### config.mk
export PLATFORM = sky130hd
export DESIGN_NAME = iuc_host
export DESIGN_NICKNAME = d
export VERILOG_FILES = /design/src/hdl/iuc_pkg.sv /design/src/hdl/iuc_host.sv
export SDC_FILE = /design/constraint.sdc
export NUM_CORES = 1
export LEC_CHECK = 0
export ABC_AREA = 1
export BUFFER_PORTS_ARGS = -buffer_cell sky130_fd_sc_hd__buf_2
export CELL_PAD_IN_SITES_DETAIL_PLACEMENT = 0
export CELL_PAD_IN_SITES_GLOBAL_PLACEMENT = 1
export CORE_MARGIN = 2
export CORE_UTILIZATION = 47
export CTS_CLUSTER_SIZE = 8
export DETAILED_ROUTE_END_ITERATION = 12
export GPL_ROUTABILITY_DRIVEN = 0
export HOLD_SLACK_MARGIN = 0.03
export MAX_ROUTING_LAYER = met4
export PLACE_DENSITY_LB_ADDON = 0.2
export SLEW_MARGIN = 20
export SYNTH_ARGS = -nofsm -noshare
export SYNTH_HDL_FRONTEND = slang
export SYNTH_SLANG_ARGS = --single-unit
### constraint.sdc
create_clock -name clk -period 3.7 [get_ports clk]
set_clock_uncertainty 0.15 [all_clocks]
set_input_delay 0.555 -clock clk [delete_from_list [all_inputs] [get_ports clk]]
set_output_delay 0.555 -clock clk [all_outputs]
set_load 0.1 [all_outputs]
### src/hdl/iuc_pkg.sv
// Constants and types shared by the interrupt usage host controller.
// Functional notes
// - A valid stack pointer must be written before any interrupt is accepted; the code checks this for NMI only, not for address match.
// - No interrupt, NMI included, during the first instruction after reset; the code holds back NMI only, address match can be enabled at once.
// - The stack pointer should be loaded with an even address.
// - Never program address match with an interrupt routine's first instruction.
// - Never match the 7 addresses after request clear or priority lowering.
// - Never match the 3 addresses after setting the interrupt enable flag.
// - Never match the 3 addresses after lowering the processor priority level.
// - A handler rewriting interrupt control runs flag-restore before returning.
// - A handler enabling nesting also runs flag-restore before returning.
// - If the NMI handler rewrites interrupt control, every handler runs flag-restore.
// - Flag-restore: select ISP, save, read flags, reload flags, restore, dummy nop.
package iuc_pkg;

  localparam int          ADDR_W         = 24;
  localparam logic [23:0] SP_RESET       = 24'h000016;
  localparam int          CLK_PERIOD_NS  = 4;
  localparam int          NMI_EXTRA_NS   = 300;
  localparam int          NMI_BASE_CLKS  = 2;
  localparam int          NMI_HOLD_CLKS  =
      NMI_BASE_CLKS + (NMI_EXTRA_NS + CLK_PERIOD_NS - 1) / CLK_PERIOD_NS;
  localparam logic [3:0]  GAP_CLR_REQ    = 4'h7;
  localparam logic [3:0]  GAP_SET_I      = 4'h3;
  localparam logic [3:0]  GAP_LOWER_IPL  = 4'h3;
  localparam int          FORBID_DEPTH   = 8;
  localparam int          ISR_DEPTH      = 4;
  localparam logic [2:0]  RESTORE_LAST   = 3'h5;

  typedef enum logic [1:0] {
    IUC_OP_SET_SP    = 2'b00,
    IUC_OP_SET_MATCH = 2'b01,
    IUC_OP_NMI       = 2'b10,
    IUC_OP_RETURN    = 2'b11
  } iuc_op_t;

  typedef enum logic [2:0] {
    IUC_K_NONE       = 3'b000,
    IUC_K_CLR_REQ    = 3'b001,
    IUC_K_LOWER_ICR  = 3'b010,
    IUC_K_SET_I      = 3'b011,
    IUC_K_LOWER_IPL  = 3'b100,
    IUC_K_CTRL_WRITE = 3'b101
  } iuc_kind_t;

  typedef enum logic [2:0] {
    IUC_S_IDLE     = 3'b000,
    IUC_S_NMI_LOW  = 3'b001,
    IUC_S_NMI_HIGH = 3'b010,
    IUC_S_RESTORE  = 3'b011,
    IUC_S_RETURN   = 3'b100
  } iuc_state_t;

endpackage

### src/hdl/iuc_host.sv
// Host controller that programs the core's interrupt logic and drives its NMI pin.
`timescale 1ns/1ps
module iuc_host (
  // Clock and reset.
  input  wire logic                      clk,
  input  wire logic                      nrst,
  // User command port.
  input  wire logic                      cmdValid,
  input  wire logic [1:0]                cmdOp,
  input  wire logic [iuc_pkg::ADDR_W-1:0] cmdData,
  output logic                           cmdReady,
  output logic                           cmdDone,
  output logic                           cmdError,
  // Core instruction trace, same clock.
  input  wire logic                      instrRetire,
  input  wire logic [iuc_pkg::ADDR_W-1:0] instrAddr,
  input  wire logic [2:0]                instrKind,
  input  wire logic                      isrEntry,
  input  wire logic                      isrIsNmi,
  input  wire logic [iuc_pkg::ADDR_W-1:0] isrAddr,
  // Core programming outputs.
  output logic                           spWrite,
  output logic [iuc_pkg::ADDR_W-1:0]     spData,
  output logic                           matchWrite,
  output logic [iuc_pkg::ADDR_W-1:0]     matchAddr,
  output logic                           matchEnable,
  output logic                           restoreValid,
  output logic [2:0]                     restoreStep,
  output logic                           returnStrobe,
  // NMI pin and its port readback.
  output logic                           nmiPin_n,
  input  wire logic                      port8_bit5_input,
  output logic                           nmiSeen
);

  // ==========================================================
  // Pin synchroniser.
  logic [2:0] pinSync;
  logic       pinLevel;
  always_ff @(posedge clk or negedge nrst) begin
    if (!nrst) begin
      pinSync  <= 3'h7;
      pinLevel <= 1'b1;
    end else begin
      pinSync <= {pinSync[1:0], port8_bit5_input};
      if (pinSync[1] == pinSync[2]) begin
        pinLevel <= pinSync[2];
      end
    end
  end

  // ==========================================================
  // Trace bookkeeping.
  logic [iuc_pkg::ADDR_W-1:0] forbid [iuc_pkg::FORBID_DEPTH];
  logic [iuc_pkg::FORBID_DEPTH-1:0] forbidValid;
  logic [2:0]                 forbidPtr;
  logic [iuc_pkg::ADDR_W-1:0] isrStart [iuc_pkg::ISR_DEPTH];
  logic [iuc_pkg::ISR_DEPTH-1:0] isrValid;
  logic [1:0]                 isrPtr;
  logic [3:0]                 gapLeft;
  logic [3:0]                 next_gap;
  logic                       firstDone;

  function automatic logic [3:0] gapFor(input logic [2:0] kind);
    case (kind)
      iuc_pkg::IUC_K_CLR_REQ,
      iuc_pkg::IUC_K_LOWER_ICR: gapFor = iuc_pkg::GAP_CLR_REQ;
      iuc_pkg::IUC_K_SET_I:     gapFor = iuc_pkg::GAP_SET_I;
      iuc_pkg::IUC_K_LOWER_IPL: gapFor = iuc_pkg::GAP_LOWER_IPL;
      default:                  gapFor = 4'h0;
    endcase
  endfunction

  always_comb begin
    next_gap = gapLeft;
    if (instrRetire) begin
      next_gap = (gapLeft != 4'h0) ? gapLeft - 4'h1 : 4'h0;
      if (gapFor(instrKind) > next_gap) begin
        next_gap = gapFor(instrKind);
      end
    end
  end

  always_ff @(posedge clk or negedge nrst) begin
    if (!nrst) begin
      gapLeft     <= 4'h0;
      forbidPtr   <= 3'h0;
      forbidValid <= '0;
      firstDone   <= 1'b0;
    end else begin
      gapLeft <= next_gap;
      if (instrRetire) begin
        firstDone <= 1'b1;
      end
      if (instrRetire && gapLeft != 4'h0) begin
        forbid[forbidPtr]      <= instrAddr;
        forbidValid[forbidPtr] <= 1'b1;
        forbidPtr              <= forbidPtr + 3'h1;
      end
    end
  end

  always_ff @(posedge clk or negedge nrst) begin
    if (!nrst) begin
      isrPtr   <= 2'h0;
      isrValid <= '0;
    end else if (isrEntry) begin
      isrStart[isrPtr] <= isrAddr;
      isrValid[isrPtr] <= 1'b1;
      isrPtr           <= isrPtr + 2'h1;
    end
  end

  function automatic logic isForbidden(input logic [iuc_pkg::ADDR_W-1:0] a);
    isForbidden = 1'b0;
    for (int i = 0; i < iuc_pkg::FORBID_DEPTH; i++) begin
      if (forbidValid[i] && forbid[i] == a) isForbidden = 1'b1;
    end
    for (int i = 0; i < iuc_pkg::ISR_DEPTH; i++) begin
      if (isrValid[i] && isrStart[i] == a) isForbidden = 1'b1;
    end
  endfunction

  // ==========================================================
  // Handler flags for the flag-restore decision.
  logic inNmi;
  logic needRestore;
  logic nmiRewrote;
  always_ff @(posedge clk or negedge nrst) begin
    if (!nrst) begin
      inNmi       <= 1'b0;
      needRestore <= 1'b0;
      nmiRewrote  <= 1'b0;
    end else if (isrEntry) begin
      inNmi       <= isrIsNmi;
      needRestore <= 1'b0;
    end else if (instrRetire) begin
      if (instrKind == iuc_pkg::IUC_K_CTRL_WRITE || instrKind == iuc_pkg::IUC_K_CLR_REQ ||
          instrKind == iuc_pkg::IUC_K_LOWER_ICR || instrKind == iuc_pkg::IUC_K_SET_I) begin
        needRestore <= 1'b1;
      end
      if (inNmi && instrKind != iuc_pkg::IUC_K_SET_I && gapFor(instrKind) != 4'h0) begin
        nmiRewrote <= 1'b1;
      end
      if (inNmi && instrKind == iuc_pkg::IUC_K_CTRL_WRITE) begin
        nmiRewrote <= 1'b1;
      end
    end
  end

  // ==========================================================
  // Command sequencer.
  iuc_pkg::iuc_state_t state;
  logic [7:0]          holdCnt;
  logic                spValid;
  logic                take;
  assign take = cmdValid && cmdReady;

  always_ff @(posedge clk or negedge nrst) begin
    if (!nrst) begin
      state        <= iuc_pkg::IUC_S_IDLE;
      holdCnt      <= 8'h00;
      spValid      <= 1'b0;
      cmdReady     <= 1'b0;
      cmdDone      <= 1'b0;
      cmdError     <= 1'b0;
      spWrite      <= 1'b0;
      spData       <= iuc_pkg::SP_RESET;
      matchWrite   <= 1'b0;
      matchAddr    <= '0;
      matchEnable  <= 1'b0;
      restoreValid <= 1'b0;
      restoreStep  <= 3'h0;
      returnStrobe <= 1'b0;
      nmiPin_n     <= 1'b1;
      nmiSeen      <= 1'b0;
    end else begin
      cmdDone      <= 1'b0;
      cmdError     <= 1'b0;
      spWrite      <= 1'b0;
      matchWrite   <= 1'b0;
      restoreValid <= 1'b0;
      returnStrobe <= 1'b0;
      case (state)
        iuc_pkg::IUC_S_IDLE: begin
          cmdReady <= 1'b1;
          if (take) begin
            case (cmdOp)
              iuc_pkg::IUC_OP_SET_SP: begin
                if (cmdData[0]) begin
                  cmdError <= 1'b1;
                end else begin
                  spWrite <= 1'b1;
                  spData  <= cmdData;
                  spValid <= 1'b1;
                  cmdDone <= 1'b1;
                end
              end
              iuc_pkg::IUC_OP_SET_MATCH: begin
                if (isForbidden(cmdData) || gapLeft != 4'h0) begin
                  cmdError <= 1'b1;
                end else begin
                  matchWrite  <= 1'b1;
                  matchAddr   <= cmdData;
                  matchEnable <= 1'b1;
                  cmdDone     <= 1'b1;
                end
              end
              iuc_pkg::IUC_OP_NMI: begin
                if (!spValid || !firstDone) begin
                  cmdError <= 1'b1;
                end else begin
                  cmdReady <= 1'b0;
                  nmiSeen  <= 1'b0;
                  nmiPin_n <= 1'b0;
                  holdCnt  <= 8'(iuc_pkg::NMI_HOLD_CLKS - 1);
                  state    <= iuc_pkg::IUC_S_NMI_LOW;
                end
              end
              default: begin
                cmdReady    <= 1'b0;
                restoreStep <= 3'h0;
                state <= (needRestore || nmiRewrote) ? iuc_pkg::IUC_S_RESTORE
                                                     : iuc_pkg::IUC_S_RETURN;
              end
            endcase
          end
        end
        iuc_pkg::IUC_S_NMI_LOW: begin
          if (!pinLevel) nmiSeen <= 1'b1;
          if (holdCnt != 8'h00) begin
            holdCnt <= holdCnt - 8'h01;
          end else begin
            nmiPin_n <= 1'b1;
            holdCnt  <= 8'(iuc_pkg::NMI_HOLD_CLKS - 1);
            state    <= iuc_pkg::IUC_S_NMI_HIGH;
          end
        end
        iuc_pkg::IUC_S_NMI_HIGH: begin
          if (holdCnt != 8'h00) begin
            holdCnt <= holdCnt - 8'h01;
          end else begin
            cmdDone  <= 1'b1;
            cmdError <= !nmiSeen;
            cmdReady <= 1'b1;
            state    <= iuc_pkg::IUC_S_IDLE;
          end
        end
        iuc_pkg::IUC_S_RESTORE: begin
          restoreValid <= 1'b1;
          if (restoreValid) restoreStep <= restoreStep + 3'h1;
          if (restoreValid && restoreStep + 3'h1 == iuc_pkg::RESTORE_LAST) begin
            state <= iuc_pkg::IUC_S_RETURN;
          end
        end
        iuc_pkg::IUC_S_RETURN: begin
          returnStrobe <= 1'b1;
          cmdDone      <= 1'b1;
          cmdReady     <= 1'b1;
          state        <= iuc_pkg::IUC_S_IDLE;
        end
        default: state <= iuc_pkg::IUC_S_IDLE;
      endcase
    end
  end

endmodule

==> impl_results.rst <==
.. list-table::
   :header-rows: 1

   * - Metric
     - Value
   * - Outcome
     - complete, no violations
   * - WL final
     - 55,500 um
   * - Drt drc
     - 0
   * - DP Wirelength
     - 39,200 um
   * - Synthesis warning total
     - 0
   * - Pwr Density
     - 536 mW/mm2
   * - Number of distinct library cells after synthesis
     - 41
   * - Arrival @ worst endpoint
     - 3.14 ns
   * - Overall power of the completed layout
     - 11.0 mW
   * - Tightest Pin Transition
     - 0.920 ns
   * - Highest-count cells in the layout ignoring fill and taps
     - sky130_fd_sc_hd__nand2_1 (592), sky130_fd_sc_hd__edfxtp_1 (288), sky130_fd_sc_hd__inv_1 (196)
   * - Clk Latency, worst-skew pair
     - 0.59 ns
   * - Count of vias placed by the detailed router
     - 13,000
   * - Average vias per placed instance
     - 5.13
   * - Number of global-route vias before repair
     - 12,700
   * - Async SR Flop Fraction
     - 0.260
   * - Top fanout value on the critical path
     - 17
   * - Most used DFF post-synth
     - sky130_fd_sc_hd__edfxtp_1
   * - Leak pwr
     - 9.07 nW
   * - Startpoint of the worst-slack reg-to-reg timing path
     - forbid[6][6]$_DFFE_PP_
   * - Largest net degree at the start of global routing
     - 72
   * - Global-route wire length before repair
     - 81,500 um
   * - Fin. max-slew vios
     - 0
   * - Category of the worst setup path capture point
     - flop
   * - Antenna violations before repair
     - 2
   * - DIE HEIGHT
     - 198 um
   * - Count of max-cap constraint violations
     - 0
   * - Core Region
     - 0.0374 mm2
   * - End of the critical path
     - matchAddr[17]$_DFFE_PN0P_
   * - Initial cell density of the core
     - 0.474
   * - Site Rows
     - 71
   * - Final worst path period need
     - 2.78 ns
   * - Number of DRC markers in iteration 0
     - 1,128
   * - Register-to-Register Setup Slack
     - 1.10 ns
   * - H-tree lvl count
     - 2
   * - Avg WL per Cell
     - 21.9 um
   * - Buffer cell driving the clock tree root
     - sky130_fd_sc_hd__clkbuf_16
   * - Net count after synthesis
     - 1,894
   * - Global route overflow
     - 0
   * - Register area share after synthesis
     - 0.631
   * - Number of enable flip-flop cells after synthesis
     - 288
   * - Clk slew on worst S/H paths
     - 0.05 ns
   * - Kind of path behind the tightest hold check
     - primary input to flop
   * - Floorplan die area
     - 0.0393 mm2
   * - Cell depth of the worst flop-to-flop path
     - 16
   * - Worst rel slew slack
     - 0.387
   * - CTS buffer count
     - 54
   * - Start-to-end type of the worst setup path
     - primary input to flop
   * - Fill count
     - 3,343
   * - Final setup fails
     - 0
   * - Worst setup path startpoint
     - cmdData[5]
   * - Worst IR Drop VDD
     - 0.392 mV
   * - CTS tree
     - built
   * - Area added between synthesis and finish
     - 16.3%
   * - Final TNS setup
     - 0 ns
   * - Number of cells produced by synthesis
     - 1,799
   * - Number of routed nets with antenna violations
     - 0
   * - Launching element type of the critical path
     - primary input
   * - PostCTS Resize Cnt
     - 0
   * - Final nets
     - 2,086
   * - Number of primary I/O pins
     - 145
   * - Post-synthesis register bit count
     - 389
   * - Unrepaired setup endpoints after global routing
     - false
   * - Detailed-router iteration count before antenna repair
     - 5
   * - Tcrit/Tclk final
     - 0.752
   * - Most frequent standard cell in the layout excluding fill and tap cells
     - sky130_fd_sc_hd__nand2_1
   * - Highest attainable clock frequency
     - 360 MHz
   * - Share of post-route cells with drive strength above 1
     - 0.139
   * - Number of port buffers
     - 143
   * - Die X-Extent
     - 198 um
   * - Tot GR Track Use
     - 0.301
   * - Worst EP required
     - 4.06 ns
   * - Clock tree buffer depth
     - 3
   * - Capture point of the worst reg-to-reg path
     - matchAddr[17]$_DFFE_PN0P_
   * - Mean area per synthesized cell
     - 9.86 um2
   * - CTS Sinks
     - 389
   * - Netlist area before placement
     - 0.0177 mm2
   * - Count of endpoints failing hold in the final timing report
     - 0
[registers in the layout (all words and copies together), names as in the netlist, 2 cells and up]
register     flops
isrValid         4
forbidValid      8
spData          23
gapLeft          4
forbid         192
restoreStep      3
forbidPtr        3
matchAddr       24
pinSync          3
state            3
isrPtr           2
isrStart        96
holdCnt          8
[final cells by class]
class,instances,area [um2],area share
Inverter,211,805,0.0390
Clock inverter,3,41.3,0.00200
Tap cell,511,639,0.0310
Clock buffer,84,1460,0.0710
Antenna cell,2,5.00,0.000243
Multi-Input combinational cell,1146,5390,0.261
Timing Repair Buffer,189,1090,0.0527
Sequential cell,389,11200,0.543
[stage by stage]
step | area [um2] | hold slack, ns | cells | setup WS [ns] | util
after floorplan | 17700 | 0.109 | 1799 | 0.0959 | -
after global placement | 19000 | 0.198 | 2437 | 0.444 | 0.508
after detailed placement | 19000 | 0.197 | 2437 | 0.344 | 0.508
after CTS | 20600 | 0.0344 | 2533 | 0.968 | 0.551
after global routing | 20600 | 0.0448 | 2535 | 0.665 | 0.551
final | 20600 | 0.0516 | 2535 | 0.919 | 0.551
[report_power, final]
part           leakage, nW  switching (mW)  internal [mW]
Sequential            3.86           0.155           5.04
Clock                0.721            1.83           2.68
Combinational         4.49           0.946          0.393
Total                 9.07            2.93           8.11
[layer usage]
metal  wire [um]  GRT usage
met5           0          -
met4        1890      0.116
met3        4740     0.0690
met2       24400      0.439
met1       24500      0.409
[cell families after synthesis]
kind of cell               count (synthesis)  share of synthesized area
other                                      1                   0.000211
buffers and inverters                    264                     0.0684
and+or+nand+nor                          851                      0.187
adders and majority gates                 12                    0.00833
xor gates and xnor gates                 104                     0.0514
DFF                                      389                      0.631
AOI/OAI and AO/OA                        178                     0.0537
[cell usage after synthesis (14+ instances only)]
library cell	number	area, um2
sky130_fd_sc_hd__a21oi_1	17	85.1
sky130_fd_sc_hd__buf_2	14	70.1
sky130_fd_sc_hd__buf_6	19	214
sky130_fd_sc_hd__dfrtp_1	93	2330
sky130_fd_sc_hd__edfxtp_1	288	8650
sky130_fd_sc_hd__inv_1	196	736
sky130_fd_sc_hd__nand2_1	592	2220
sky130_fd_sc_hd__nand3_1	34	170
sky130_fd_sc_hd__nor2_1	190	713
sky130_fd_sc_hd__nor3_1	16	80.1
sky130_fd_sc_hd__o21ai_0	97	485
sky130_fd_sc_hd__o21ai_1	38	190
sky130_fd_sc_hd__xnor2_1	84	736
sky130_fd_sc_hd__xor2_1	20	175
[how the worst min path moves through the flow]
stage,from,to,slack [ns],depth (start not counted)
detailed placement,pinSync[0]$_DFF_PN1_,pinSync[1]$_DFF_PN1_,0.20,0
floorplan,nrst,cmdDone$_DFF_PN0_,0.11,0
global placement,pinSync[0]$_DFF_PN1_,pinSync[1]$_DFF_PN1_,0.20,0
CTS,isrAddr[1],isrStart[1][1]$_DFFE_PP_,0.03,1
finish,isrAddr[22],isrStart[0][22]$_DFFE_PP_,0.05,1
global route,isrAddr[1],isrStart[1][1]$_DFFE_PP_,0.04,1
[timing repair]
action                                 in CTS  in global routing
setup buffers                               0                  0
hold buffers                                9                  0
endpoints found under the hold margin      50                  0
[critical path, cell delays in order]
cell                      delay [ns]
sky130_fd_sc_hd__buf_2          0.11
sky130_fd_sc_hd__inv_1          0.57
sky130_fd_sc_hd__nand2_1        0.21
sky130_fd_sc_hd__nand2_1        0.12
sky130_fd_sc_hd__inv_1          0.05
sky130_fd_sc_hd__nand2_1        0.06
sky130_fd_sc_hd__nor2_1         0.05
sky130_fd_sc_hd__nand3_1        0.17
sky130_fd_sc_hd__nor2_1         0.09
sky130_fd_sc_hd__nor2_1         0.21
sky130_fd_sc_hd__nand2_1        0.08
sky130_fd_sc_hd__nor2_1         0.11
sky130_fd_sc_hd__nand2_2        0.12
sky130_fd_sc_hd__nor2_8         0.23
sky130_fd_sc_hd__buf_4          0.26
sky130_fd_sc_hd__nand2_1        0.07
sky130_fd_sc_hd__nand2_1        0.07
Note: power is estimated with default switching activity, not from simulation.
